<file path="src/rtl/lrwfs_pkg.sv">
// Shared constants of the low-rate PAN framer and energy scan block
package lrwfs_pkg;
	// ------------------------------------------------------------------
	// Register byte offsets
	// ------------------------------------------------------------------
	localparam logic [11:0] OFF_TASKS   = 12'h000;
	localparam logic [11:0] OFF_EVENTS  = 12'h004;
	localparam logic [11:0] OFF_CTRL    = 12'h008;
	localparam logic [11:0] OFF_SFD     = 12'h00C;
	localparam logic [11:0] OFF_PTR     = 12'h010;
	localparam logic [11:0] OFF_ED_ITER = 12'h014;
	localparam logic [11:0] OFF_ED_RES  = 12'h018;
	localparam logic [11:0] OFF_CRC_ST  = 12'h01C;
	localparam logic [11:0] OFF_RX_INFO = 12'h020;
	localparam logic [11:0] OFF_STATUS  = 12'h024;
	// ------------------------------------------------------------------
	// Field positions
	// ------------------------------------------------------------------
	localparam int TSK_TX_START = 0;
	localparam int TSK_ED_START = 2;
	localparam int TSK_ED_STOP  = 3;
	localparam int EV_FRM_BEGIN = 0;
	localparam int EV_FRM_END   = 1;
	localparam int EV_ED_DONE   = 2;
	localparam int EV_ED_HALT   = 3;
	localparam int EV_TX_DONE   = 4;
	localparam int EV_W         = 5;
	localparam int CTL_MODE_LSB = 0;
	localparam int CTL_CRC_EN   = 4;
	localparam int CTL_ASSIST   = 5;
	localparam int CTL_RX_EN    = 6;
	localparam int CTL_W        = 7;
	// ------------------------------------------------------------------
	// Values and reset values
	// ------------------------------------------------------------------
	localparam logic [3:0]  LRWPAN_250K_MODE_VALUE = 4'hF;
	localparam logic [7:0]  SFD_RESET     = 8'hA7;
	localparam logic [6:0]  CTRL_RESET    = 7'h00;
	localparam logic [15:0] CRC_POLY_REFL = 16'h8408;
	localparam logic [15:0] CRC_INIT      = 16'h0000;
	localparam logic [15:0] CRC_RESIDUE   = 16'h0000;
	localparam logic [1:0]  PREAMBLE_LAST = 2'h3;
	localparam logic [6:0]  MAX_PSDU      = 7'h7F;
	localparam logic [6:0]  MAX_PAYLOAD_CRC = 7'h7D;
	localparam logic [6:0]  FCS_OCTETS    = 7'h02;
	// ------------------------------------------------------------------
	// Timing
	// ------------------------------------------------------------------
	localparam int CLK_MHZ     = 250;
	localparam int SYMBOL_US   = 16;
	localparam int ED_TIME_US  = 128;
	localparam int SYMBOL_CYC  = SYMBOL_US * CLK_MHZ;
	localparam int ED_SYMBOLS  = ED_TIME_US / SYMBOL_US;
	localparam logic [2:0] ED_SYM_LAST = 3'(ED_SYMBOLS - 1);
endpackage : lrwfs_pkg

</file>
<file path="src/rtl/lrwfs_crc16.sv">
// Octet-wide 16-bit FCS engine, LSB first
`timescale 1ns/10ps
`default_nettype none
module lrwfs_crc16 (
	input  wire logic        clk_i,
	input  wire logic        rst_n_i,
	input  wire logic        init_i,
	input  wire logic        en_i,
	input  wire logic [7:0]  data_i,
	output logic      [15:0] crc_o,
	output logic      [15:0] crc_nxt_o
);
	logic [15:0] crc_q;

	always_comb begin
		logic [15:0] c;
		c = crc_q;
		for (int i = 0; i < 8; i++) begin
			if (c[0] ^ data_i[i]) begin
				c = (c >> 1) ^ lrwfs_pkg::CRC_POLY_REFL;
			end else begin
				c = c >> 1;
			end
		end
		crc_nxt_o = c;
	end

	always_ff @(posedge clk_i) begin
		if (!rst_n_i || init_i) begin
			crc_q <= lrwfs_pkg::CRC_INIT;
		end else if (en_i) begin
			crc_q <= crc_nxt_o;
		end
	end

	assign crc_o = crc_q;
endmodule : lrwfs_crc16
`default_nettype wire

</file>
<file path="src/rtl/lrwfs_top.sv">
// Low-rate PAN framer, deframer and energy scan with APB registers
// Functional notes
// - PHY logic acts only when mode field holds the 250k PAN value; a transmit or scan already under way runs on if it changes.
// - Symbol period is sixteen microseconds for all symbol timing.
// - PSDU at most 127 octets; 125 usable with automatic CRC.
// - Transmit four all-zero preamble octets before the delimiter.
// - Delimiter resets to 0xA7, programmable; receive matches programmed value.
// - Preamble and delimiter come from hardware, never from memory.
// - Length header reported with all eight bits; length is low seven.
// - Length header is first byte at frame pointer, both directions.
// - Zero-length received frames dropped without a frame-begin event.
// - Exactly N octets follow the header; last two are FCS with CRC.
// - With CRC on, append FCS on transmit, check and record on receive.
// - Each energy measurement averages RSSI over eight symbols.
// - Scan starts on start task, ends with done event and result.
// - Nonzero iteration count runs that many measurements, reports maximum.
// - Stop task aborts scan and raises halted event afterwards.
// - In assisted mode the two frame-control octets are captured.
// - With CRC, received FCS is not stored; transmit fetches length minus two.
//
// Decided for this implementation: the APB register port and the register offsets.
`timescale 1ns/10ps
`default_nettype none
module lrwfs_top #(
	parameter int unsigned SYM_CYC = lrwfs_pkg::SYMBOL_CYC
) (
	input  wire logic        CLK_I,
	input  wire logic        RST_N_I,
	input  wire logic        PSEL_I,
	input  wire logic        PENABLE_I,
	input  wire logic        PWRITE_I,
	input  wire logic [11:0] PADDR_I,
	input  wire logic [31:0] PWDATA_I,
	output logic      [31:0] PRDATA_O,
	output logic             PREADY_O,
	output logic             PSLVERR_O,
	output logic      [31:0] MEM_ADDR_O,
	output logic             MEM_RE_O,
	output logic             MEM_WE_O,
	output logic      [7:0]  MEM_WDATA_O,
	input  wire logic [7:0]  MEM_RDATA_I,
	output logic      [7:0]  TX_DATA_O,
	output logic             TX_VALID_O,
	input  wire logic        TX_READY_I,
	input  wire logic [7:0]  RX_DATA_I,
	input  wire logic        RX_VALID_I,
	input  wire logic [7:0]  RSSI_I
);
	typedef enum logic [6:0] {
		T_IDLE = 7'b000_0001, T_PRE  = 7'b000_0010, T_SFD  = 7'b000_0100,
		T_RD   = 7'b000_1000, T_WAIT = 7'b001_0000, T_SEND = 7'b010_0000,
		T_FCS  = 7'b100_0000
	} lrwfs_tx_t;
	typedef enum logic [2:0] {
		R_HUNT = 3'b001, R_LEN = 3'b010, R_DATA = 3'b100
	} lrwfs_rx_t;
	typedef enum logic [1:0] {
		E_IDLE = 2'b01, E_MEAS = 2'b10
	} lrwfs_ed_t;

	// ------------------------------------------------------------------
	// APB slave and registers
	// ------------------------------------------------------------------
	logic [lrwfs_pkg::CTL_W-1:0] ctrl_q;
	logic [7:0]  sfd_q;
	logic [31:0] ptr_q;
	logic [7:0]  iter_q;
	logic [lrwfs_pkg::EV_W-1:0] ev_q, ev_set;
	logic [7:0]  ed_res_q, phr_q;
	logic [15:0] fcf_q;
	logic [1:0]  crc_st_q;
	logic [31:0] prdata_q, rd_mux;
	logic        hit, wr, mode_ok, crc_on;
	lrwfs_tx_t   tx_q;
	lrwfs_rx_t   rx_q;
	lrwfs_ed_t   ed_q;

	assign wr       = PSEL_I & PENABLE_I & PWRITE_I;
	assign PREADY_O = 1'b1;
	assign PRDATA_O = prdata_q;
	assign PSLVERR_O = PSEL_I & PENABLE_I & ~hit;
	assign mode_ok  = ctrl_q[lrwfs_pkg::CTL_MODE_LSB +: 4] == lrwfs_pkg::LRWPAN_250K_MODE_VALUE;
	assign crc_on   = ctrl_q[lrwfs_pkg::CTL_CRC_EN];

	always_comb begin
		hit    = 1'b1;
		rd_mux = 32'h0000_0000;
		case (PADDR_I)
			lrwfs_pkg::OFF_TASKS:   rd_mux = 32'h0000_0000;
			lrwfs_pkg::OFF_EVENTS:  rd_mux = {27'h000_0000, ev_q};
			lrwfs_pkg::OFF_CTRL:    rd_mux = {25'h000_0000, ctrl_q};
			lrwfs_pkg::OFF_SFD:     rd_mux = {24'h00_0000, sfd_q};
			lrwfs_pkg::OFF_PTR:     rd_mux = ptr_q;
			lrwfs_pkg::OFF_ED_ITER: rd_mux = {24'h00_0000, iter_q};
			lrwfs_pkg::OFF_ED_RES:  rd_mux = {24'h00_0000, ed_res_q};
			lrwfs_pkg::OFF_CRC_ST:  rd_mux = {30'h0000_0000, crc_st_q};
			lrwfs_pkg::OFF_RX_INFO: rd_mux = {8'h00, fcf_q, phr_q};
			lrwfs_pkg::OFF_STATUS:  rd_mux = {29'h0000_0000, ed_q == E_MEAS,
			                                  rx_q != R_HUNT, tx_q != T_IDLE};
			default:                hit = 1'b0;
		endcase
	end

	// Read data is captured in the setup phase so the zero-wait access sees it
	always_ff @(posedge CLK_I) begin
		if (!RST_N_I) begin
			prdata_q <= 32'h0000_0000;
		end else if (PSEL_I && !PENABLE_I && !PWRITE_I) begin
			prdata_q <= rd_mux;
		end
	end

	always_ff @(posedge CLK_I) begin
		if (!RST_N_I) begin
			ctrl_q <= lrwfs_pkg::CTRL_RESET;
			sfd_q  <= lrwfs_pkg::SFD_RESET;
			ptr_q  <= 32'h0000_0000;
			iter_q <= 8'h00;
		end else if (wr) begin
			case (PADDR_I)
				lrwfs_pkg::OFF_CTRL:    ctrl_q <= PWDATA_I[lrwfs_pkg::CTL_W-1:0];
				lrwfs_pkg::OFF_SFD:     sfd_q  <= PWDATA_I[7:0];
				lrwfs_pkg::OFF_PTR:     ptr_q  <= PWDATA_I;
				lrwfs_pkg::OFF_ED_ITER: iter_q <= PWDATA_I[7:0];
				default: ;
			endcase
		end
	end

	logic tsk_tx, tsk_ed_go, tsk_ed_stop;
	assign tsk_tx      = wr && PADDR_I == lrwfs_pkg::OFF_TASKS && PWDATA_I[lrwfs_pkg::TSK_TX_START];
	assign tsk_ed_go   = wr && PADDR_I == lrwfs_pkg::OFF_TASKS && PWDATA_I[lrwfs_pkg::TSK_ED_START];
	assign tsk_ed_stop = wr && PADDR_I == lrwfs_pkg::OFF_TASKS && PWDATA_I[lrwfs_pkg::TSK_ED_STOP];

	// Write-one-to-clear events; a set in the clearing cycle survives
	always_ff @(posedge CLK_I) begin
		if (!RST_N_I) begin
			ev_q <= '0;
		end else if (wr && PADDR_I == lrwfs_pkg::OFF_EVENTS) begin
			ev_q <= (ev_q & ~PWDATA_I[lrwfs_pkg::EV_W-1:0]) | ev_set;
		end else begin
			ev_q <= ev_q | ev_set;
		end
	end

	// ------------------------------------------------------------------
	// Shared FCS engine
	// ------------------------------------------------------------------
	logic        crc_init, crc_feed, tx_go, rx_len_ok, rx_byte;
	logic [15:0] crc, crc_nxt;
	logic [6:0]  rx_idx_q, rx_len;

	lrwfs_crc16 u_crc (
		.clk_i     (CLK_I),
		.rst_n_i   (RST_N_I),
		.init_i    (crc_init),
		.en_i      (crc_feed),
		.data_i    (tx_q == T_WAIT ? MEM_RDATA_I : RX_DATA_I),
		.crc_o     (crc),
		.crc_nxt_o (crc_nxt)
	);

	// ------------------------------------------------------------------
	// Transmit framer
	// ------------------------------------------------------------------
	logic [1:0]  pre_cnt_q;
	logic [6:0]  tx_idx_q, tx_len_q, tx_fetch;
	logic        fcs_hi_q, tx_last;
	logic [7:0]  tx_data_q;
	logic        tx_valid_q, mem_re_q, mem_we_q;
	logic [31:0] mem_addr_q;
	logic [7:0]  mem_wdata_q;

	// Transmit start task is ignored unless the receiver is outside a frame
	assign tx_go    = tsk_tx && tx_q == T_IDLE && mode_ok && rx_q == R_HUNT;
	// fetch length minus two with CRC
	assign tx_fetch = !crc_on ? tx_len_q :
	                  (tx_len_q >= lrwfs_pkg::FCS_OCTETS) ? tx_len_q - lrwfs_pkg::FCS_OCTETS : 7'h00;
	assign tx_last  = tx_idx_q == tx_fetch;
	assign TX_DATA_O  = tx_data_q;
	assign TX_VALID_O = tx_valid_q;

	always_ff @(posedge CLK_I) begin
		if (!RST_N_I) begin
			tx_q       <= T_IDLE;
			pre_cnt_q  <= 2'h0;
			tx_idx_q   <= 7'h00;
			tx_len_q   <= 7'h00;
			fcs_hi_q   <= 1'b0;
			tx_data_q  <= 8'h00;
			tx_valid_q <= 1'b0;
		end else begin
			case (tx_q)
				T_IDLE: if (tx_go) begin
					tx_data_q  <= 8'h00;
					tx_valid_q <= 1'b1;
					pre_cnt_q  <= 2'h0;
					tx_q       <= T_PRE;
				end
				T_PRE: if (TX_READY_I) begin
					pre_cnt_q <= pre_cnt_q + 2'h1;
					if (pre_cnt_q == lrwfs_pkg::PREAMBLE_LAST) begin
						tx_data_q <= sfd_q;
						tx_q      <= T_SFD;
					end
				end
				T_SFD: if (TX_READY_I) begin
					tx_valid_q <= 1'b0;
					tx_idx_q   <= 7'h00;
					tx_q       <= T_RD;
				end
				T_RD: tx_q <= T_WAIT;
				T_WAIT: begin
					tx_data_q  <= MEM_RDATA_I;
					tx_valid_q <= 1'b1;
					if (tx_idx_q == 7'h00) begin
						tx_len_q <= MEM_RDATA_I[6:0];
					end
					tx_q <= T_SEND;
				end
				T_SEND: if (TX_READY_I) begin
					tx_valid_q <= 1'b0;
					tx_idx_q   <= tx_idx_q + 7'h01;
					if (!tx_last) begin
						tx_q <= T_RD;
					end else if (crc_on) begin
						tx_data_q  <= crc[7:0];
						tx_valid_q <= 1'b1;
						fcs_hi_q   <= 1'b0;
						tx_q       <= T_FCS;
					end else begin
						tx_q <= T_IDLE;
					end
				end
				T_FCS: if (TX_READY_I) begin
					if (!fcs_hi_q) begin
						tx_data_q <= crc[15:8];
						fcs_hi_q  <= 1'b1;
					end else begin
						tx_valid_q <= 1'b0;
						tx_q       <= T_IDLE;
					end
				end
				default: tx_q <= T_IDLE;
			endcase
		end
	end

	// ------------------------------------------------------------------
	// Receive deframer
	// ------------------------------------------------------------------
	logic rx_act, rx_store;
	assign rx_act    = ctrl_q[lrwfs_pkg::CTL_RX_EN] && mode_ok && tx_q == T_IDLE;
	assign rx_byte   = rx_act && RX_VALID_I;
	assign rx_len    = phr_q[6:0];
	assign rx_len_ok = rx_byte && rx_q == R_LEN && RX_DATA_I[6:0] != 7'h00;
	// FCS octets kept out of memory
	assign rx_store  = !crc_on || rx_len < lrwfs_pkg::FCS_OCTETS ||
	                   rx_idx_q <= rx_len - lrwfs_pkg::FCS_OCTETS;

	always_ff @(posedge CLK_I) begin
		if (!RST_N_I) begin
			rx_q     <= R_HUNT;
			rx_idx_q <= 7'h00;
			phr_q    <= 8'h00;
			fcf_q    <= 16'h0000;
			crc_st_q <= 2'h0;
		end else if (!rx_act) begin
			rx_q <= R_HUNT;
		end else if (RX_VALID_I) begin
			case (rx_q)
				R_HUNT: if (RX_DATA_I == sfd_q) begin
					rx_q <= R_LEN;
				end
				R_LEN: begin
					if (RX_DATA_I[6:0] == 7'h00) begin
						rx_q <= R_HUNT;
					end else begin
						phr_q    <= RX_DATA_I;
						rx_idx_q <= 7'h01;
						rx_q     <= R_DATA;
					end
				end
				R_DATA: begin
					rx_idx_q <= rx_idx_q + 7'h01;
					if (ctrl_q[lrwfs_pkg::CTL_ASSIST] && rx_idx_q == 7'h01) begin
						fcf_q[7:0] <= RX_DATA_I;
					end
					if (ctrl_q[lrwfs_pkg::CTL_ASSIST] && rx_idx_q == 7'h02) begin
						fcf_q[15:8] <= RX_DATA_I;
					end
					if (rx_idx_q == rx_len) begin
						if (crc_on) begin
							crc_st_q <= {1'b1, crc_nxt == lrwfs_pkg::CRC_RESIDUE};
						end
						rx_q <= R_HUNT;
					end
				end
				default: rx_q <= R_HUNT;
			endcase
		end
	end

	assign crc_init = tx_go || rx_len_ok;
	assign crc_feed = (tx_q == T_WAIT && tx_idx_q != 7'h00) || (rx_byte && rx_q == R_DATA);

	always_ff @(posedge CLK_I) begin
		if (!RST_N_I) begin
			mem_re_q    <= 1'b0;
			mem_we_q    <= 1'b0;
			mem_addr_q  <= 32'h0000_0000;
			mem_wdata_q <= 8'h00;
		end else begin
			mem_re_q <= 1'b0;
			mem_we_q <= 1'b0;
			if ((tx_q == T_SFD || tx_q == T_SEND) && TX_READY_I && !(tx_q == T_SEND && tx_last)) begin
				mem_re_q   <= 1'b1;
				mem_addr_q <= ptr_q + ((tx_q == T_SFD) ? 32'h0000_0000 : 32'(tx_idx_q) + 32'h0000_0001);
			end else if (rx_len_ok || (rx_byte && rx_q == R_DATA && rx_store)) begin
				mem_we_q    <= 1'b1;
				mem_addr_q  <= ptr_q + ((rx_q == R_LEN) ? 32'h0000_0000 : 32'(rx_idx_q));
				mem_wdata_q <= RX_DATA_I;
			end
		end
	end

	assign MEM_RE_O    = mem_re_q;
	assign MEM_WE_O    = mem_we_q;
	assign MEM_ADDR_O  = mem_addr_q;
	assign MEM_WDATA_O = mem_wdata_q;

	// ------------------------------------------------------------------
	// Energy scan
	// ------------------------------------------------------------------
	logic [31:0] sym_cnt_q;
	logic [2:0]  sym_idx_q;
	logic [10:0] acc_q, acc_nxt;
	logic [7:0]  left_q, max_q, avg, best;
	logic        sym_tick, ed_fin;

	assign sym_tick = ed_q == E_MEAS && sym_cnt_q == SYM_CYC - 1;
	assign acc_nxt  = acc_q + {3'h0, RSSI_I};
	assign avg      = acc_nxt[10:3];
	assign best     = (avg > max_q) ? avg : max_q;
	assign ed_fin   = sym_tick && sym_idx_q == lrwfs_pkg::ED_SYM_LAST;

	always_ff @(posedge CLK_I) begin
		if (!RST_N_I) begin
			ed_q      <= E_IDLE;
			sym_cnt_q <= 32'h0000_0000;
			sym_idx_q <= 3'h0;
			acc_q     <= 11'h000;
			left_q    <= 8'h00;
			max_q     <= 8'h00;
			ed_res_q  <= 8'h00;
		end else begin
			case (ed_q)
				E_IDLE: if (tsk_ed_go && !tsk_ed_stop && mode_ok) begin
					left_q    <= (iter_q == 8'h00) ? 8'h01 : iter_q;
					sym_cnt_q <= 32'h0000_0000;
					sym_idx_q <= 3'h0;
					acc_q     <= 11'h000;
					max_q     <= 8'h00;
					ed_q      <= E_MEAS;
				end
				E_MEAS: begin
					sym_cnt_q <= sym_tick ? 32'h0000_0000 : sym_cnt_q + 32'h0000_0001;
					if (tsk_ed_stop) begin
						ed_q <= E_IDLE;
					end else if (ed_fin) begin
						sym_idx_q <= 3'h0;
						acc_q     <= 11'h000;
						max_q     <= best;
						left_q    <= left_q - 8'h01;
						if (left_q == 8'h01) begin
							ed_res_q <= best;
							ed_q     <= E_IDLE;
						end
					end else if (sym_tick) begin
						sym_idx_q <= sym_idx_q + 3'h1;
						acc_q     <= acc_nxt;
					end
				end
				default: ed_q <= E_IDLE;
			endcase
		end
	end

	always_comb begin
		ev_set = '0;
		ev_set[lrwfs_pkg::EV_FRM_BEGIN] = rx_len_ok;
		ev_set[lrwfs_pkg::EV_FRM_END]   = rx_byte && rx_q == R_DATA && rx_idx_q == rx_len;
		ev_set[lrwfs_pkg::EV_ED_DONE]   = ed_q == E_MEAS && ed_fin && left_q == 8'h01 && !tsk_ed_stop;
		ev_set[lrwfs_pkg::EV_ED_HALT]   = tsk_ed_stop;
		ev_set[lrwfs_pkg::EV_TX_DONE]   = tx_q == T_FCS ? (TX_READY_I && fcs_hi_q) :
		                                  (tx_q == T_SEND && TX_READY_I && tx_last && !crc_on);
	end
endmodule : lrwfs_top
`default_nettype wire

</file>
<file path="config.mk">
export PLATFORM = sky130hd
export DESIGN_NAME = lrwfs_top
export DESIGN_NICKNAME = d
export VERILOG_FILES = /design/src/rtl/lrwfs_pkg.sv /design/src/rtl/lrwfs_crc16.sv /design/src/rtl/lrwfs_top.sv
export SDC_FILE = /design/constraint.sdc
export NUM_CORES = 1
export LEC_CHECK = 0
export ABC_CLOCK_PERIOD_IN_PS = 6650
export BUFFER_PORTS_ARGS = -buffer_cell sky130_fd_sc_hd__clkbuf_2
export CELL_PAD_IN_SITES_DETAIL_PLACEMENT = 1
export CELL_PAD_IN_SITES_GLOBAL_PLACEMENT = 2
export CORE_UTILIZATION = 40
export CTS_BUF_LIST = sky130_fd_sc_hd__clkbuf_4 sky130_fd_sc_hd__clkbuf_8
export DETAILED_ROUTE_END_ITERATION = 7
export PLACE_DENSITY = 0.95
export SLEW_MARGIN = 15
export SYNTH_ARGS = -nofsm -noshare
export SYNTH_HDL_FRONTEND = slang
export SYNTH_SLANG_ARGS = --single-unit
export TNS_END_PERCENT = 20
</file>
<file path="constraint.sdc">
create_clock -name CLK_I -period 6.65 [get_ports CLK_I]
set_input_delay 1.33 -clock CLK_I [delete_from_list [all_inputs] [get_ports CLK_I]]
set_output_delay 1.33 -clock CLK_I [all_outputs]
set_load 0.02 [all_outputs]
</file>
==> flow_results.xml, run 1 <==
<?xml version="1.0" encoding="UTF-8"?>
<metrics>
  <group name="floorplanning">
    <metric name="placement_rows" unit="">71</metric>
    <metric name="floorplan.initialDensity" unit="%">40.94</metric>
    <metric name="fp.dieArea" unit="µm²">39610</metric>
    <metric name="die_width" unit="µm">199.0</metric>
    <metric name="io_pins" unit="">160</metric>
    <metric name="chipHeight" unit="µm">199.0</metric>
    <metric name="coreArea" unit="µm²">37930</metric>
  </group>
  <group name="logic_synthesis">
    <metric name="synth_compound_area_share" unit="%">20.27</metric>
    <metric name="synth_area_per_cell" unit="µm²">8.238</metric>
    <metric name="seq_total_area_yosys" unit="%">37.52</metric>
    <metric name="synth_xor_area_share" unit="%">6.244</metric>
    <metric name="synth_area_leaders" unit="">dfxtp_1 38%, nand2_1 5.3%, nor2_1 5.3%, a21oi_1 4.9%, mux2i_1 4.3%</metric>
    <metric name="post_synth_fa_ha_maj_area_fraction" unit="%">3.803</metric>
    <metric name="netlist_instances" unit="">1885</metric>
    <metric name="yosys.area_share.simple" unit="%">22.99</metric>
    <metric name="synth_top_family_by_area" unit="">simple AND/OR/NAND/NOR gates</metric>
    <metric name="yosysWarningCount" unit="">0</metric>
    <metric name="synth.area.mux_share" unit="%">4.697</metric>
    <metric name="synth.most_common_cell" unit="">dfxtp_1</metric>
    <metric name="syn-cell-area" unit="µm²">15530</metric>
    <metric name="synth_commonest_cells" unit="">291 x dfxtp_1, 219 x nand2_1, 219 x nor2_1, 153 x a21oi_1, 103 x nand3_1</metric>
    <metric name="number_of_synthesized_flops_with_an_enable_pin" unit="">0</metric>
    <metric name="ys_types" unit="">94</metric>
    <metric name="synth_nets" unit="">2006</metric>
    <metric name="postSynthRegisterBits" unit="">291</metric>
    <metric name="asyncSetResetFlopFracSynth" unit="%">0</metric>
    <metric name="netlist.top_cell.by_area" unit="">dfxtp_1</metric>
    <metric name="synth_top_cell_area_share" unit="%">37.52</metric>
    <metric name="synth_ff_type" unit="">dfxtp_1</metric>
  </group>
  <group name="global_routing">
    <metric name="antenna_found_initial" unit="">2</metric>
    <metric name="largest_net_degree_at_the_start_of_global_routing" unit="">83</metric>
    <metric name="grt_remaining_overflow" unit="">0</metric>
    <metric name="wire_length_of_the_first_global_routing_pass" unit="µm">81200</metric>
    <metric name="grt_use_total" unit="%">25.97</metric>
    <metric name="first_global_vias" unit="">14940</metric>
  </group>
  <group name="placement">
    <metric name="port-buffer-count" unit="">158</metric>
    <metric name="place.gp.congestion" unit="">0.9002</metric>
    <metric name="detailedPlacementHpwl" unit="µm">36900</metric>
    <metric name="dpl_worst_slack" unit="ns">1.469</metric>
  </group>
  <group name="run">
    <metric name="maxCapViolCount" unit="">0</metric>
  </group>
  <group name="status">
    <metric name="result_of_the_run" unit="">complete, no violations</metric>
  </group>
  <group name="setup_path">
    <metric name="timing.critical_path.arrival" unit="ns">5.71</metric>
    <metric name="setup.worst_path.class" unit="">flip-flop to flip-flop</metric>
    <metric name="r2r_setup_slack" unit="ns">1.42</metric>
    <metric name="critPathCaptureType" unit="">flip-flop</metric>
    <metric name="kind_of_start_point_of_the_critical_path" unit="">flip-flop</metric>
    <metric name="path_max_fanout" unit="">14</metric>
    <metric name="cp.required" unit="ns">7.13</metric>
  </group>
  <group name="cts">
    <metric name="cts_tree" unit="">yes</metric>
    <metric name="clock_net_sink_count" unit="">291</metric>
    <metric name="cts_hold_repair.buffers" unit="">0</metric>
    <metric name="postCtsResizedCells" unit="">0</metric>
    <metric name="cts-buffers-inserted" unit="">52</metric>
    <metric name="clock_path_buffers" unit="">3</metric>
    <metric name="worst_setup_hold_path_clk_slew" unit="ns">0.07</metric>
    <metric name="clkLatencyLatePin" unit="ns">0.65</metric>
    <metric name="clock_tree.root_cell" unit="">clkbuf_8</metric>
    <metric name="post-cts-setup-buffers" unit="">0</metric>
    <metric name="cts.htree.levels" unit="">2</metric>
  </group>
  <group name="sta">
    <metric name="timing.max_slew.rel_slack" unit="%">23.26</metric>
    <metric name="max_freq" unit="MHz">191.4</metric>
    <metric name="grt_setup_unrepaired" unit="">false</metric>
    <metric name="clock-skew-final" unit="ns">0.04691</metric>
    <metric name="layout_worst_path_cycle_share" unit="%">78.58</metric>
    <metric name="transition_time_at_the_pin_with_the_least_slew_margin" unit="ns">1.150</metric>
    <metric name="timing.final.max_slew_violations" unit="">0</metric>
    <metric name="finalSetupViolCount" unit="">0</metric>
    <metric name="tns" unit="ns">0</metric>
    <metric name="worst_hold_slack" unit="ns">0.4525</metric>
    <metric name="hold_violations" unit="">0</metric>
    <metric name="layout_min_cycle_time" unit="ns">5.225</metric>
    <metric name="fin_ws" unit="ns">1.425</metric>
  </group>
  <group name="route">
    <metric name="post_drt_wl_per_cell" unit="µm">20.19</metric>
    <metric name="antenna_violating_nets_post_route" unit="">0</metric>
    <metric name="first_pass_iters" unit="">5</metric>
    <metric name="totalWireLength" unit="µm">51520</metric>
    <metric name="detail_route.drc_violations" unit="">0</metric>
    <metric name="route.detailed.vias_per_inst" unit="">5.787</metric>
    <metric name="via_count" unit="">14760</metric>
    <metric name="detail_route.iter0.violations" unit="">710</metric>
  </group>
  <group name="min_path">
    <metric name="hp-class" unit="">flip-flop to flip-flop</metric>
  </group>
  <group name="layout">
    <metric name="flow.area_growth_from_synthesis" unit="%">14.73</metric>
    <metric name="nFillCells" unit="">4637</metric>
    <metric name="design.final.nets" unit="">2117</metric>
    <metric name="share_of_layout_cells_above_drive_strength_1" unit="%">16.73</metric>
  </group>
  <group name="power">
    <metric name="power.leakage" unit="nW">6.966</metric>
    <metric name="p_per_area" unit="nW/µm²">221.1</metric>
    <metric name="irDropWorstVdd" unit="µV">138.6</metric>
    <metric name="overall_power" unit="mW">3.939</metric>
  </group>
</metrics>
## state kept, by name, summed over array words and instances (netlist names), 11 cells and up
name and cells:
sym_cnt_q 32, acc_q 11, fcf_q 16, u_crc.crc_o 16
ptr_q 32, MEM_ADDR_O 32, PRDATA_O 32
## cells by family after synthesis
logic type      Yosys count
compound gates          460
mux                      71
other cells               1
flops                   291
fa+ha+maj                46
xor+xnor                101
buf+inv                 167
simple gates            748
## path summary, 6_finish.rpt
kind | from | to | cells past startpoint
max | ctrl_q[4]$_SDFFE_PN0P_ | MEM_ADDR_O[23]$_SDFFE_PN0P_ | 17
max reg2reg | ctrl_q[4]$_SDFFE_PN0P_ | MEM_ADDR_O[23]$_SDFFE_PN0P_ | 17
min reg2reg | PRDATA_O[18]$_SDFFE_PN0P_ | PRDATA_O[18]$_SDFFE_PN0P_ | 2
min | PRDATA_O[18]$_SDFFE_PN0P_ | PRDATA_O[18]$_SDFFE_PN0P_ | 2
## routing by layer
layer | track usage, % | routed length, µm | vias to the layer above
met3 | 4.408 | 2298 | 109
met4 | 9.088 | 1533 | 0
met2 | 45.64 | 25590 | 357
met5 | 0 | 0 | -
li1 | - | - | 6951
met1 | 31.70 | 22100 | 7346
## power by group
group	leakage, nW	switching, mW	internal [mW]
clock network	0.640	0.799	1.11
logic	3.98	0.171	0.0867
registers	2.34	0.0151	1.76
total	6.97	0.985	2.95
## area by class of cell
class                      instances  area (µm²)  share of cell area, %
tap                              511       639.4                  3.589
inverter                          47       181.4                  1.018
clock inverter                    10       115.1                 0.6461
clock buffer                      86        1084                  6.082
antenna                            2       5.005                0.02809
timing repair buffer             177       935.9                  5.253
multi-input combinational       1427        9030                  50.68
sequential                       291        5826                  32.70
## cell usage in the layout, fill, tap and decap left out, types with 45 or more instances in the layout
| cell | instances |
|---|---|
| nor2_1 | 217 |
| a22oi_1 | 53 |
| clkbuf_2 | 157 |
| nand3_1 | 103 |
| a21oi_1 | 153 |
| clkbuf_8 | 70 |
| nand2_1 | 219 |
| xnor2_1 | 55 |
| o21ai_0 | 59 |
| inv_1 | 45 |
| dfxtp_1 | 291 |
| mux2i_1 | 67 |
## critical path, cell delays in order (launching register included)
cell       delay, ns
dfxtp_1         0.67
nor4b_2         0.42
xor3_1          0.28
o22ai_1         0.13
a22oi_1         0.15
nor4_2          0.42
a21oi_1         0.21
a21o_1          0.29
o21ai_1         0.26
ha_1            0.29
a21o_1          0.16
a21o_1          0.20
a2111oi_0       0.53
nor2_1          0.28
and2_1          0.33
nand3_1         0.14
xor2_1          0.19
o31ai_2         0.07
## stage by stage
step | utilization (%) | instance area (µm²) | cells
2_1_floorplan | - | 15530 | 1885
3_3_place_gp | 43.76 | 16600 | 2453
3_5_place_dp | 43.76 | 16600 | 2453
4_1_cts | 46.92 | 17800 | 2549
5_1_grt | 46.95 | 17810 | 2549
6_report | 46.97 | 17820 | 2551
Power figures use the tool's default switching activity.
==> run 2, diff against run 1 <==
ABC_CLOCK_PERIOD_IN_PS = 5200   (was 6650)
CORE_UTILIZATION = 37   (was 40)
PLACE_DENSITY = 0.93   (was 0.95)
clock period = 5.2 ns   (was 6.65 ns; I/O delays follow)
==> run 2 against run 1 <==
- clock skew decreased by 0.013 ns
- via count decreased by 0.75%
- global-route usage decreased by 1.6 points
- sequential share of layout area about the same
- sequential power increased by 28%
- register-to-register slack got worse by 0.97 ns
- critical path type unchanged
==> flow_results.xml, run 2 (synthesized netlist as in run 1, its figures left out) <==
<?xml version="1.0" encoding="UTF-8"?>
<metrics>
  <group name="status">
    <metric name="result_of_the_run" unit="">complete, no violations</metric>
  </group>
  <group name="sta">
    <metric name="hold_violations" unit="">0</metric>
    <metric name="layout_worst_path_cycle_share" unit="%">91.17</metric>
    <metric name="timing.final.max_slew_violations" unit="">0</metric>
    <metric name="transition_time_at_the_pin_with_the_least_slew_margin" unit="ns">1.192</metric>
    <metric name="layout_min_cycle_time" unit="ns">4.741</metric>
    <metric name="fin_ws" unit="ns">0.4589</metric>
    <metric name="grt_setup_unrepaired" unit="">false</metric>
    <metric name="max_freq" unit="MHz">210.9</metric>
    <metric name="clock-skew-final" unit="ns">0.03415</metric>
    <metric name="timing.max_slew.rel_slack" unit="%">20.51</metric>
    <metric name="tns" unit="ns">0</metric>
    <metric name="finalSetupViolCount" unit="">0</metric>
  </group>
  <group name="global_routing">
    <metric name="groute.layer.met2.usage" unit="%">42.12</metric>
    <metric name="grt_remaining_overflow" unit="">0</metric>
    <metric name="first_global_vias" unit="">14930</metric>
    <metric name="gr-usage-met1" unit="%">30.21</metric>
    <metric name="globalRoute.busiestLayer" unit="">met2</metric>
    <metric name="wire_length_of_the_first_global_routing_pass" unit="µm">82200</metric>
    <metric name="largest_net_degree_at_the_start_of_global_routing" unit="">143</metric>
    <metric name="antenna_found_initial" unit="">3</metric>
    <metric name="use_met3" unit="%">4.474</metric>
    <metric name="grt_use_total" unit="%">24.35</metric>
  </group>
  <group name="layout">
    <metric name="share_of_layout_cells_above_drive_strength_1" unit="%">17.04</metric>
    <metric name="antenna-diode-count" unit="">0</metric>
    <metric name="design.final.nets" unit="">2122</metric>
    <metric name="nFillCells" unit="">4986</metric>
    <metric name="mostFrequentLayoutCell" unit="">dfxtp_1</metric>
    <metric name="most-common-layout-cells" unit="">290 x dfxtp_1, 219 x nand2_1, 217 x nor2_1</metric>
    <metric name="flow.area_growth_from_synthesis" unit="%">14.83</metric>
  </group>
  <group name="setup_path">
    <metric name="path_max_fanout" unit="">5</metric>
    <metric name="timing.critical_path.to" unit="">MEM_ADDR_O[18]$_SDFFE_PN0P_</metric>
    <metric name="kind_of_start_point_of_the_critical_path" unit="">flip-flop</metric>
    <metric name="reg2reg_depth" unit="">20</metric>
    <metric name="timing.critical_path.arrival" unit="ns">5.27</metric>
    <metric name="setup.worst_path.class" unit="">flip-flop to flip-flop</metric>
    <metric name="r2r_setup_slack" unit="ns">0.46</metric>
    <metric name="critPathCaptureType" unit="">flip-flop</metric>
    <metric name="worst_setup_path_startpoint" unit="">tx_len_q[1]$_SDFFE_PN0P_</metric>
    <metric name="cp.required" unit="ns">5.72</metric>
    <metric name="crit_reg_reg_startpoint" unit="">tx_len_q[1]$_SDFFE_PN0P_</metric>
    <metric name="timing.rr.end" unit="">MEM_ADDR_O[18]$_SDFFE_PN0P_</metric>
  </group>
  <group name="route">
    <metric name="via_count" unit="">14650</metric>
    <metric name="post_drt_wl_per_cell" unit="µm">20.39</metric>
    <metric name="route.detailed.vias_per_inst" unit="">5.693</metric>
    <metric name="first_pass_iters" unit="">7</metric>
    <metric name="detail_route.drc_violations" unit="">0</metric>
    <metric name="detail_route.iter0.violations" unit="">814</metric>
    <metric name="antenna_violating_nets_post_route" unit="">0</metric>
    <metric name="totalWireLength" unit="µm">52480</metric>
  </group>
  <group name="floorplanning">
    <metric name="io_pins" unit="">160</metric>
    <metric name="die_width" unit="µm">206.9</metric>
    <metric name="chipHeight" unit="µm">206.9</metric>
    <metric name="coreArea" unit="µm²">41110</metric>
    <metric name="placement_rows" unit="">74</metric>
    <metric name="floorplan.initialDensity" unit="%">37.77</metric>
    <metric name="fp.dieArea" unit="µm²">42790</metric>
  </group>
  <group name="cts">
    <metric name="clock_path_buffers" unit="">3</metric>
    <metric name="clock_net_sink_count" unit="">291</metric>
    <metric name="worst_setup_hold_path_clk_slew" unit="ns">0.06</metric>
    <metric name="cts_hold_repair.buffers" unit="">0</metric>
    <metric name="cts_tree" unit="">yes</metric>
    <metric name="cts-buffers-inserted" unit="">53</metric>
    <metric name="clkLatencyLatePin" unit="ns">0.64</metric>
    <metric name="clock_tree.root_cell" unit="">clkbuf_8</metric>
    <metric name="cts.htree.levels" unit="">2</metric>
  </group>
  <group name="power">
    <metric name="p_per_area" unit="nW/µm²">278.3</metric>
    <metric name="power.leakage" unit="nW">6.973</metric>
    <metric name="irDropWorstVdd" unit="µV">189.8</metric>
  </group>
  <group name="placement">
    <metric name="place.gp.congestion" unit="">0.9041</metric>
    <metric name="dpl_worst_slack" unit="ns">0.2830</metric>
    <metric name="port-buffer-count" unit="">158</metric>
    <metric name="detailedPlacementHpwl" unit="µm">37610</metric>
  </group>
  <group name="run">
    <metric name="maxCapViolCount" unit="">0</metric>
  </group>
  <group name="min_path">
    <metric name="hp-class" unit="">flip-flop to flip-flop</metric>
  </group>
</metrics>
-- run 2: how the worst min path moves through the flow --
stage / from / end / slack (ns) / cells after the start
detailed placement: PRDATA_O[17]$_SDFFE_PN0P_ / PRDATA_O[17]$_SDFFE_PN0P_ / 0.45 / 2
CTS: PRDATA_O[10]$_SDFFE_PN0P_ / PRDATA_O[10]$_SDFFE_PN0P_ / 0.46 / 2
floorplan: crc_st_q[1]$_SDFFE_PN0P_ / crc_st_q[1]$_SDFFE_PN0P_ / 0.42 / 2
global route: PRDATA_O[10]$_SDFFE_PN0P_ / PRDATA_O[10]$_SDFFE_PN0P_ / 0.48 / 2
global placement: acc_q[2]$_SDFFE_PN0P_ / acc_q[2]$_SDFFE_PN0P_ / 0.44 / 2
finish: PRDATA_O[18]$_SDFFE_PN0P_ / PRDATA_O[18]$_SDFFE_PN0P_ / 0.45 / 2
-- run 2: layer usage --
layer  up-vias  routed length, µm  share of wire, %
li1       6953                  -                 -
met1      7265              22710                43
met2       322              25800                49
met3       107               2405               4.6
met4         6               1499               2.9
met5         -                 58              0.11
-- run 2: final cells by class --
cell class	instances	area (µm²)	share of cell area [%]
repair buffers	181	978.4	5.487
multi-input cells	1427	9026	50.62
well taps	532	665.6	3.733
inverters	47	181.4	1.017
clock buffers	84	1062	5.957
flip-flops and latches	291	5827	32.68
clock inverters	12	91.34	0.5122
-- run 2: metrics by stage --
step           cell area (µm²)  utilization, %  hold WS (ns)  power (mW)  cells
2_1_floorplan            15530               -        0.4223       2.518   1885
3_3_place_gp             16670           40.55        0.4416       2.641   2478
3_5_place_dp             16670           40.55        0.4516       2.649   2478
4_1_cts                  17820           43.35        0.4604       5.036   2574
5_1_grt                  17830           43.38        0.4785       5.155   2574
6_report                 17830           43.38        0.4530       4.963   2574
-- run 2: repair_timing --
| item | in CTS | in global routing |
|---|---|---|
| resized for setup | 0 | 4 |
| buffers inserted | 0 | 0 |
| endpoints found under the setup margin | 0 | 8 |
-- run 2: worst max-delay path: stages, from the launching register on --
cell and delay [ns]:
dfxtp_1 0.39, inv_1 0.08, ha_1 0.27, and2_1 0.22, a21o_1 0.20, and3_1 0.17
a211o_1 0.27, nor3_1 0.25, nand2b_1 0.21, nand2_1 0.18, o22ai_1 0.12, ha_1 0.23
fa_1 0.41, a21o_1 0.21, a211oi_1 0.34, o21bai_2 0.20, nand2_1 0.22, nor2_1 0.11
and3_1 0.20, xnor2_1 0.14, o31ai_2 0.19
-- run 2: where the power goes --
group	switching [mW]	leakage (nW)	internal, mW
logic	0.221	4.01	0.112
registers	0.0194	2.35	2.25
clock network	1.02	0.619	1.34
==> run 3, diff against run 2 <==
PLACE_DENSITY = not set   (was 0.93)
PLACE_DENSITY_LB_ADDON = 0.12   (was not set)
==> run 3 against run 2 <==
- the flow now finishes with violations (DRC)
- count of clock-buffer cells in the layout decreased by 5
- sequential cell count is the same
- hold slack got worse by 0.0068 ns
- critical path type unchanged
==> flow_results.xml, run 3 (synthesized netlist as in run 1, its figures left out) <==
<?xml version="1.0" encoding="UTF-8"?>
<metrics>
  <group name="setup_path">
    <metric name="path_max_fanout" unit="">8</metric>
    <metric name="critPathCaptureType" unit="">flip-flop</metric>
    <metric name="kind_of_start_point_of_the_critical_path" unit="">flip-flop</metric>
    <metric name="critPathBufInv" unit="">1</metric>
    <metric name="cp_slowest_cell" unit="">dfxtp_1</metric>
    <metric name="r2r_setup_slack" unit="ns">0.35</metric>
    <metric name="crit_reg_reg_startpoint" unit="">tx_len_q[2]$_SDFFE_PN0P_</metric>
    <metric name="path_common_cell" unit="">a21o_1</metric>
    <metric name="crit_chain" unit="">inv_1 &gt; ha_1 &gt; and2_1 &gt; a21o_1 &gt; and3_1 &gt; a211o_1 &gt; nor4_2 &gt; a21oi_2 &gt; a21o_1 &gt; o21ai_1 &gt; ha_1 &gt; a21o_1 &gt; a21o_1 &gt; a2111oi_0 &gt; nor2_1 &gt; and2_1 &gt; nand4_1 &gt; xor2_1 &gt; o31ai_2</metric>
    <metric name="timing.critical_path.arrival" unit="ns">5.33</metric>
    <metric name="reg2reg_depth" unit="">19</metric>
    <metric name="setup.worst_path.class" unit="">flip-flop to flip-flop</metric>
    <metric name="cp.required" unit="ns">5.68</metric>
    <metric name="cp_peak_stage_delay" unit="ns">0.50</metric>
    <metric name="timing.rr.end" unit="">MEM_ADDR_O[17]$_SDFFE_PN0P_</metric>
    <metric name="crit_family" unit="">compound AO/OA/AOI/OAI gates</metric>
  </group>
  <group name="sta">
    <metric name="tns" unit="ns">0</metric>
    <metric name="transition_time_at_the_pin_with_the_least_slew_margin" unit="ns">0.9978</metric>
    <metric name="hold_violations" unit="">0</metric>
    <metric name="layout_worst_path_cycle_share" unit="%">93.35</metric>
    <metric name="timing.final.max_slew_violations" unit="">0</metric>
    <metric name="clock-skew-final" unit="ns">0.02940</metric>
    <metric name="fin_ws" unit="ns">0.3458</metric>
    <metric name="layout_min_cycle_time" unit="ns">4.854</metric>
    <metric name="max_freq" unit="MHz">206.0</metric>
    <metric name="grt_setup_unrepaired" unit="">false</metric>
    <metric name="finalSetupViolCount" unit="">0</metric>
    <metric name="timing.max_slew.rel_slack" unit="%">33.24</metric>
  </group>
  <group name="layout">
    <metric name="nFillCells" unit="">5017</metric>
    <metric name="design.final.nets" unit="">2129</metric>
    <metric name="share_of_layout_cells_above_drive_strength_1" unit="%">16.91</metric>
    <metric name="flow.area_growth_from_synthesis" unit="%">14.92</metric>
    <metric name="antenna-diode-count" unit="">0</metric>
    <metric name="most-common-layout-cells" unit="">291 x dfxtp_1, 219 x nand2_1, 216 x nor2_1</metric>
    <metric name="mostFrequentLayoutCell" unit="">dfxtp_1</metric>
  </group>
  <group name="cts">
    <metric name="clock_net_sink_count" unit="">291</metric>
    <metric name="cts_tree" unit="">yes</metric>
    <metric name="clkLatencyLatePin" unit="ns">0.64</metric>
    <metric name="clock_tree.root_cell" unit="">clkbuf_8</metric>
    <metric name="clock_path_buffers" unit="">3</metric>
    <metric name="cts.htree.levels" unit="">2</metric>
    <metric name="post-cts-setup-buffers" unit="">0</metric>
    <metric name="cts-buffers-inserted" unit="">53</metric>
    <metric name="worst_setup_hold_path_clk_slew" unit="ns">0.06</metric>
    <metric name="cts_hold_repair.buffers" unit="">0</metric>
  </group>
  <group name="route">
    <metric name="via_count" unit="">14440</metric>
    <metric name="detail_route.iter0.violations" unit="">606</metric>
    <metric name="first_pass_iters" unit="">8</metric>
    <metric name="totalWireLength" unit="µm">53060</metric>
    <metric name="antenna_violating_nets_post_route" unit="">0</metric>
    <metric name="detail_route.drc_violations" unit="">7</metric>
    <metric name="route.detailed.vias_per_inst" unit="">5.614</metric>
    <metric name="post_drt_wl_per_cell" unit="µm">20.63</metric>
  </group>
  <group name="global_routing">
    <metric name="grt_use_total" unit="%">24.87</metric>
    <metric name="antenna_found_initial" unit="">2</metric>
    <metric name="first_global_vias" unit="">14440</metric>
    <metric name="grt_remaining_overflow" unit="">0</metric>
    <metric name="largest_net_degree_at_the_start_of_global_routing" unit="">151</metric>
    <metric name="wire_length_of_the_first_global_routing_pass" unit="µm">82650</metric>
  </group>
  <group name="min_path">
    <metric name="min_delay_path_depth" unit="">2</metric>
    <metric name="min-delay-start" unit="">PRDATA_O[22]$_SDFFE_PN0P_</metric>
    <metric name="hold_path_end" unit="">PRDATA_O[22]$_SDFFE_PN0P_</metric>
    <metric name="hp-class" unit="">flip-flop to flip-flop</metric>
  </group>
  <group name="floorplanning">
    <metric name="chipHeight" unit="µm">206.9</metric>
    <metric name="fp.dieArea" unit="µm²">42790</metric>
    <metric name="die_width" unit="µm">206.9</metric>
    <metric name="io_pins" unit="">160</metric>
    <metric name="floorplan.initialDensity" unit="%">37.77</metric>
    <metric name="coreArea" unit="µm²">41110</metric>
    <metric name="placement_rows" unit="">74</metric>
  </group>
  <group name="placement">
    <metric name="detailedPlacementHpwl" unit="µm">38310</metric>
    <metric name="port-buffer-count" unit="">158</metric>
    <metric name="place.gp.congestion" unit="">0.8453</metric>
    <metric name="dpl_worst_slack" unit="ns">0.3506</metric>
  </group>
  <group name="status">
    <metric name="violated_checks" unit="">DRC</metric>
    <metric name="result_of_the_run" unit="">finished with violations</metric>
  </group>
  <group name="power">
    <metric name="power.leakage" unit="nW">6.968</metric>
    <metric name="p_per_area" unit="nW/µm²">277.1</metric>
    <metric name="irDropWorstVdd" unit="µV">164.4</metric>
  </group>
  <group name="run">
    <metric name="maxCapViolCount" unit="">0</metric>
  </group>
</metrics>
run 3: cell count changes in the layout (fill, tap and decap cells not counted), moves of 2 or more:
cell       change
buf_4          +7
clkbuf_8       -5
o21ai_2        -2
bufinv_16      +2
clkinv_2       -5
run 3: routing by layer:
layer	vias up	share of wire (%)	routed length, µm	global-route usage, %
li1	6977	-	-	-
met1	7102	46	24150	32.22
met2	254	48	25380	41.95
met3	104	3.6	1919	3.203
met4	2	3.0	1604	9.437
met5	-	0.021	11	0
run 3: power by group:
| part | leakage, nW | switching (mW) | total (mW) | internal (mW) |
|---|---|---|---|---|
| logic | 4.04 | 0.220 | 0.333 | 0.113 |
| clock network | 0.587 | 0.988 | 2.34 | 1.35 |
| registers | 2.34 | 0.0197 | 2.27 | 2.25 |
| total | 6.97 | 1.23 | 4.94 | 3.72 |
run 3: layout make-up:
cell class / instances / area (µm²) / share of cell area [%]
multi-input cells: 1427 / 9031 / 50.61
inverters: 47 / 181.4 / 1.017
well taps: 532 / 665.6 / 3.730
clock inverters: 8 / 117.6 / 0.6590
flip-flops and latches: 291 / 5826 / 32.64
clock buffers: 79 / 993.5 / 5.567
repair buffers: 188 / 1031 / 5.777
run 3: worst reg2reg max path: stages, from the launching register on:
cell	delay, ns
dfxtp_1	0.50
inv_1	0.09
ha_1	0.25
and2_1	0.21
a21o_1	0.19
and3_1	0.17
a211o_1	0.26
nor4_2	0.38
a21oi_2	0.15
a21o_1	0.24
o21ai_1	0.24
ha_1	0.28
a21o_1	0.16
a21o_1	0.21
a2111oi_0	0.44
nor2_1	0.24
and2_1	0.30
nand4_1	0.14
xor2_1	0.19
o31ai_2	0.07
run 3: how the worst max path moves through the flow:
stage	startpoint	depth (start not counted)	slack, ns	endpoint
after floorplan	tx_len_q[2]$_SDFFE_PN0P_	21	0.85	MEM_ADDR_O[21]$_SDFFE_PN0P_
after global placement	RSSI_I[0]	19	0.45	max_q[3]$_SDFFE_PN0P_
after detailed placement	tx_len_q[2]$_SDFFE_PN0P_	19	0.35	MEM_ADDR_O[17]$_SDFFE_PN0P_
after CTS	tx_len_q[2]$_SDFFE_PN0P_	19	0.34	MEM_ADDR_O[17]$_SDFFE_PN0P_
after global routing	tx_len_q[2]$_SDFFE_PN0P_	20	0.003	MEM_ADDR_O[18]$_SDFFE_PN0P_
final	tx_len_q[2]$_SDFFE_PN0P_	19	0.35	MEM_ADDR_O[17]$_SDFFE_PN0P_
run 3: what timing repair did:
item                                    CTS  global route
endpoints found under the hold margin     0             0
resized for setup                         0             1
endpoints found under the setup margin    0             4
run 3: metrics by stage:
step	hold slack [ns]	instance area, µm²	total power, mW	std cells	util (%)
after CTS	0.4506	17830	5.029	2572	43.38
after global routing	0.4653	17850	5.144	2572	43.41
after floorplan	0.4223	15530	2.518	1885	-
after detailed placement	0.4448	16720	2.653	2485	40.68
after global placement	0.4387	16720	2.650	2485	40.68
final	0.4462	17850	4.944	2572	43.41
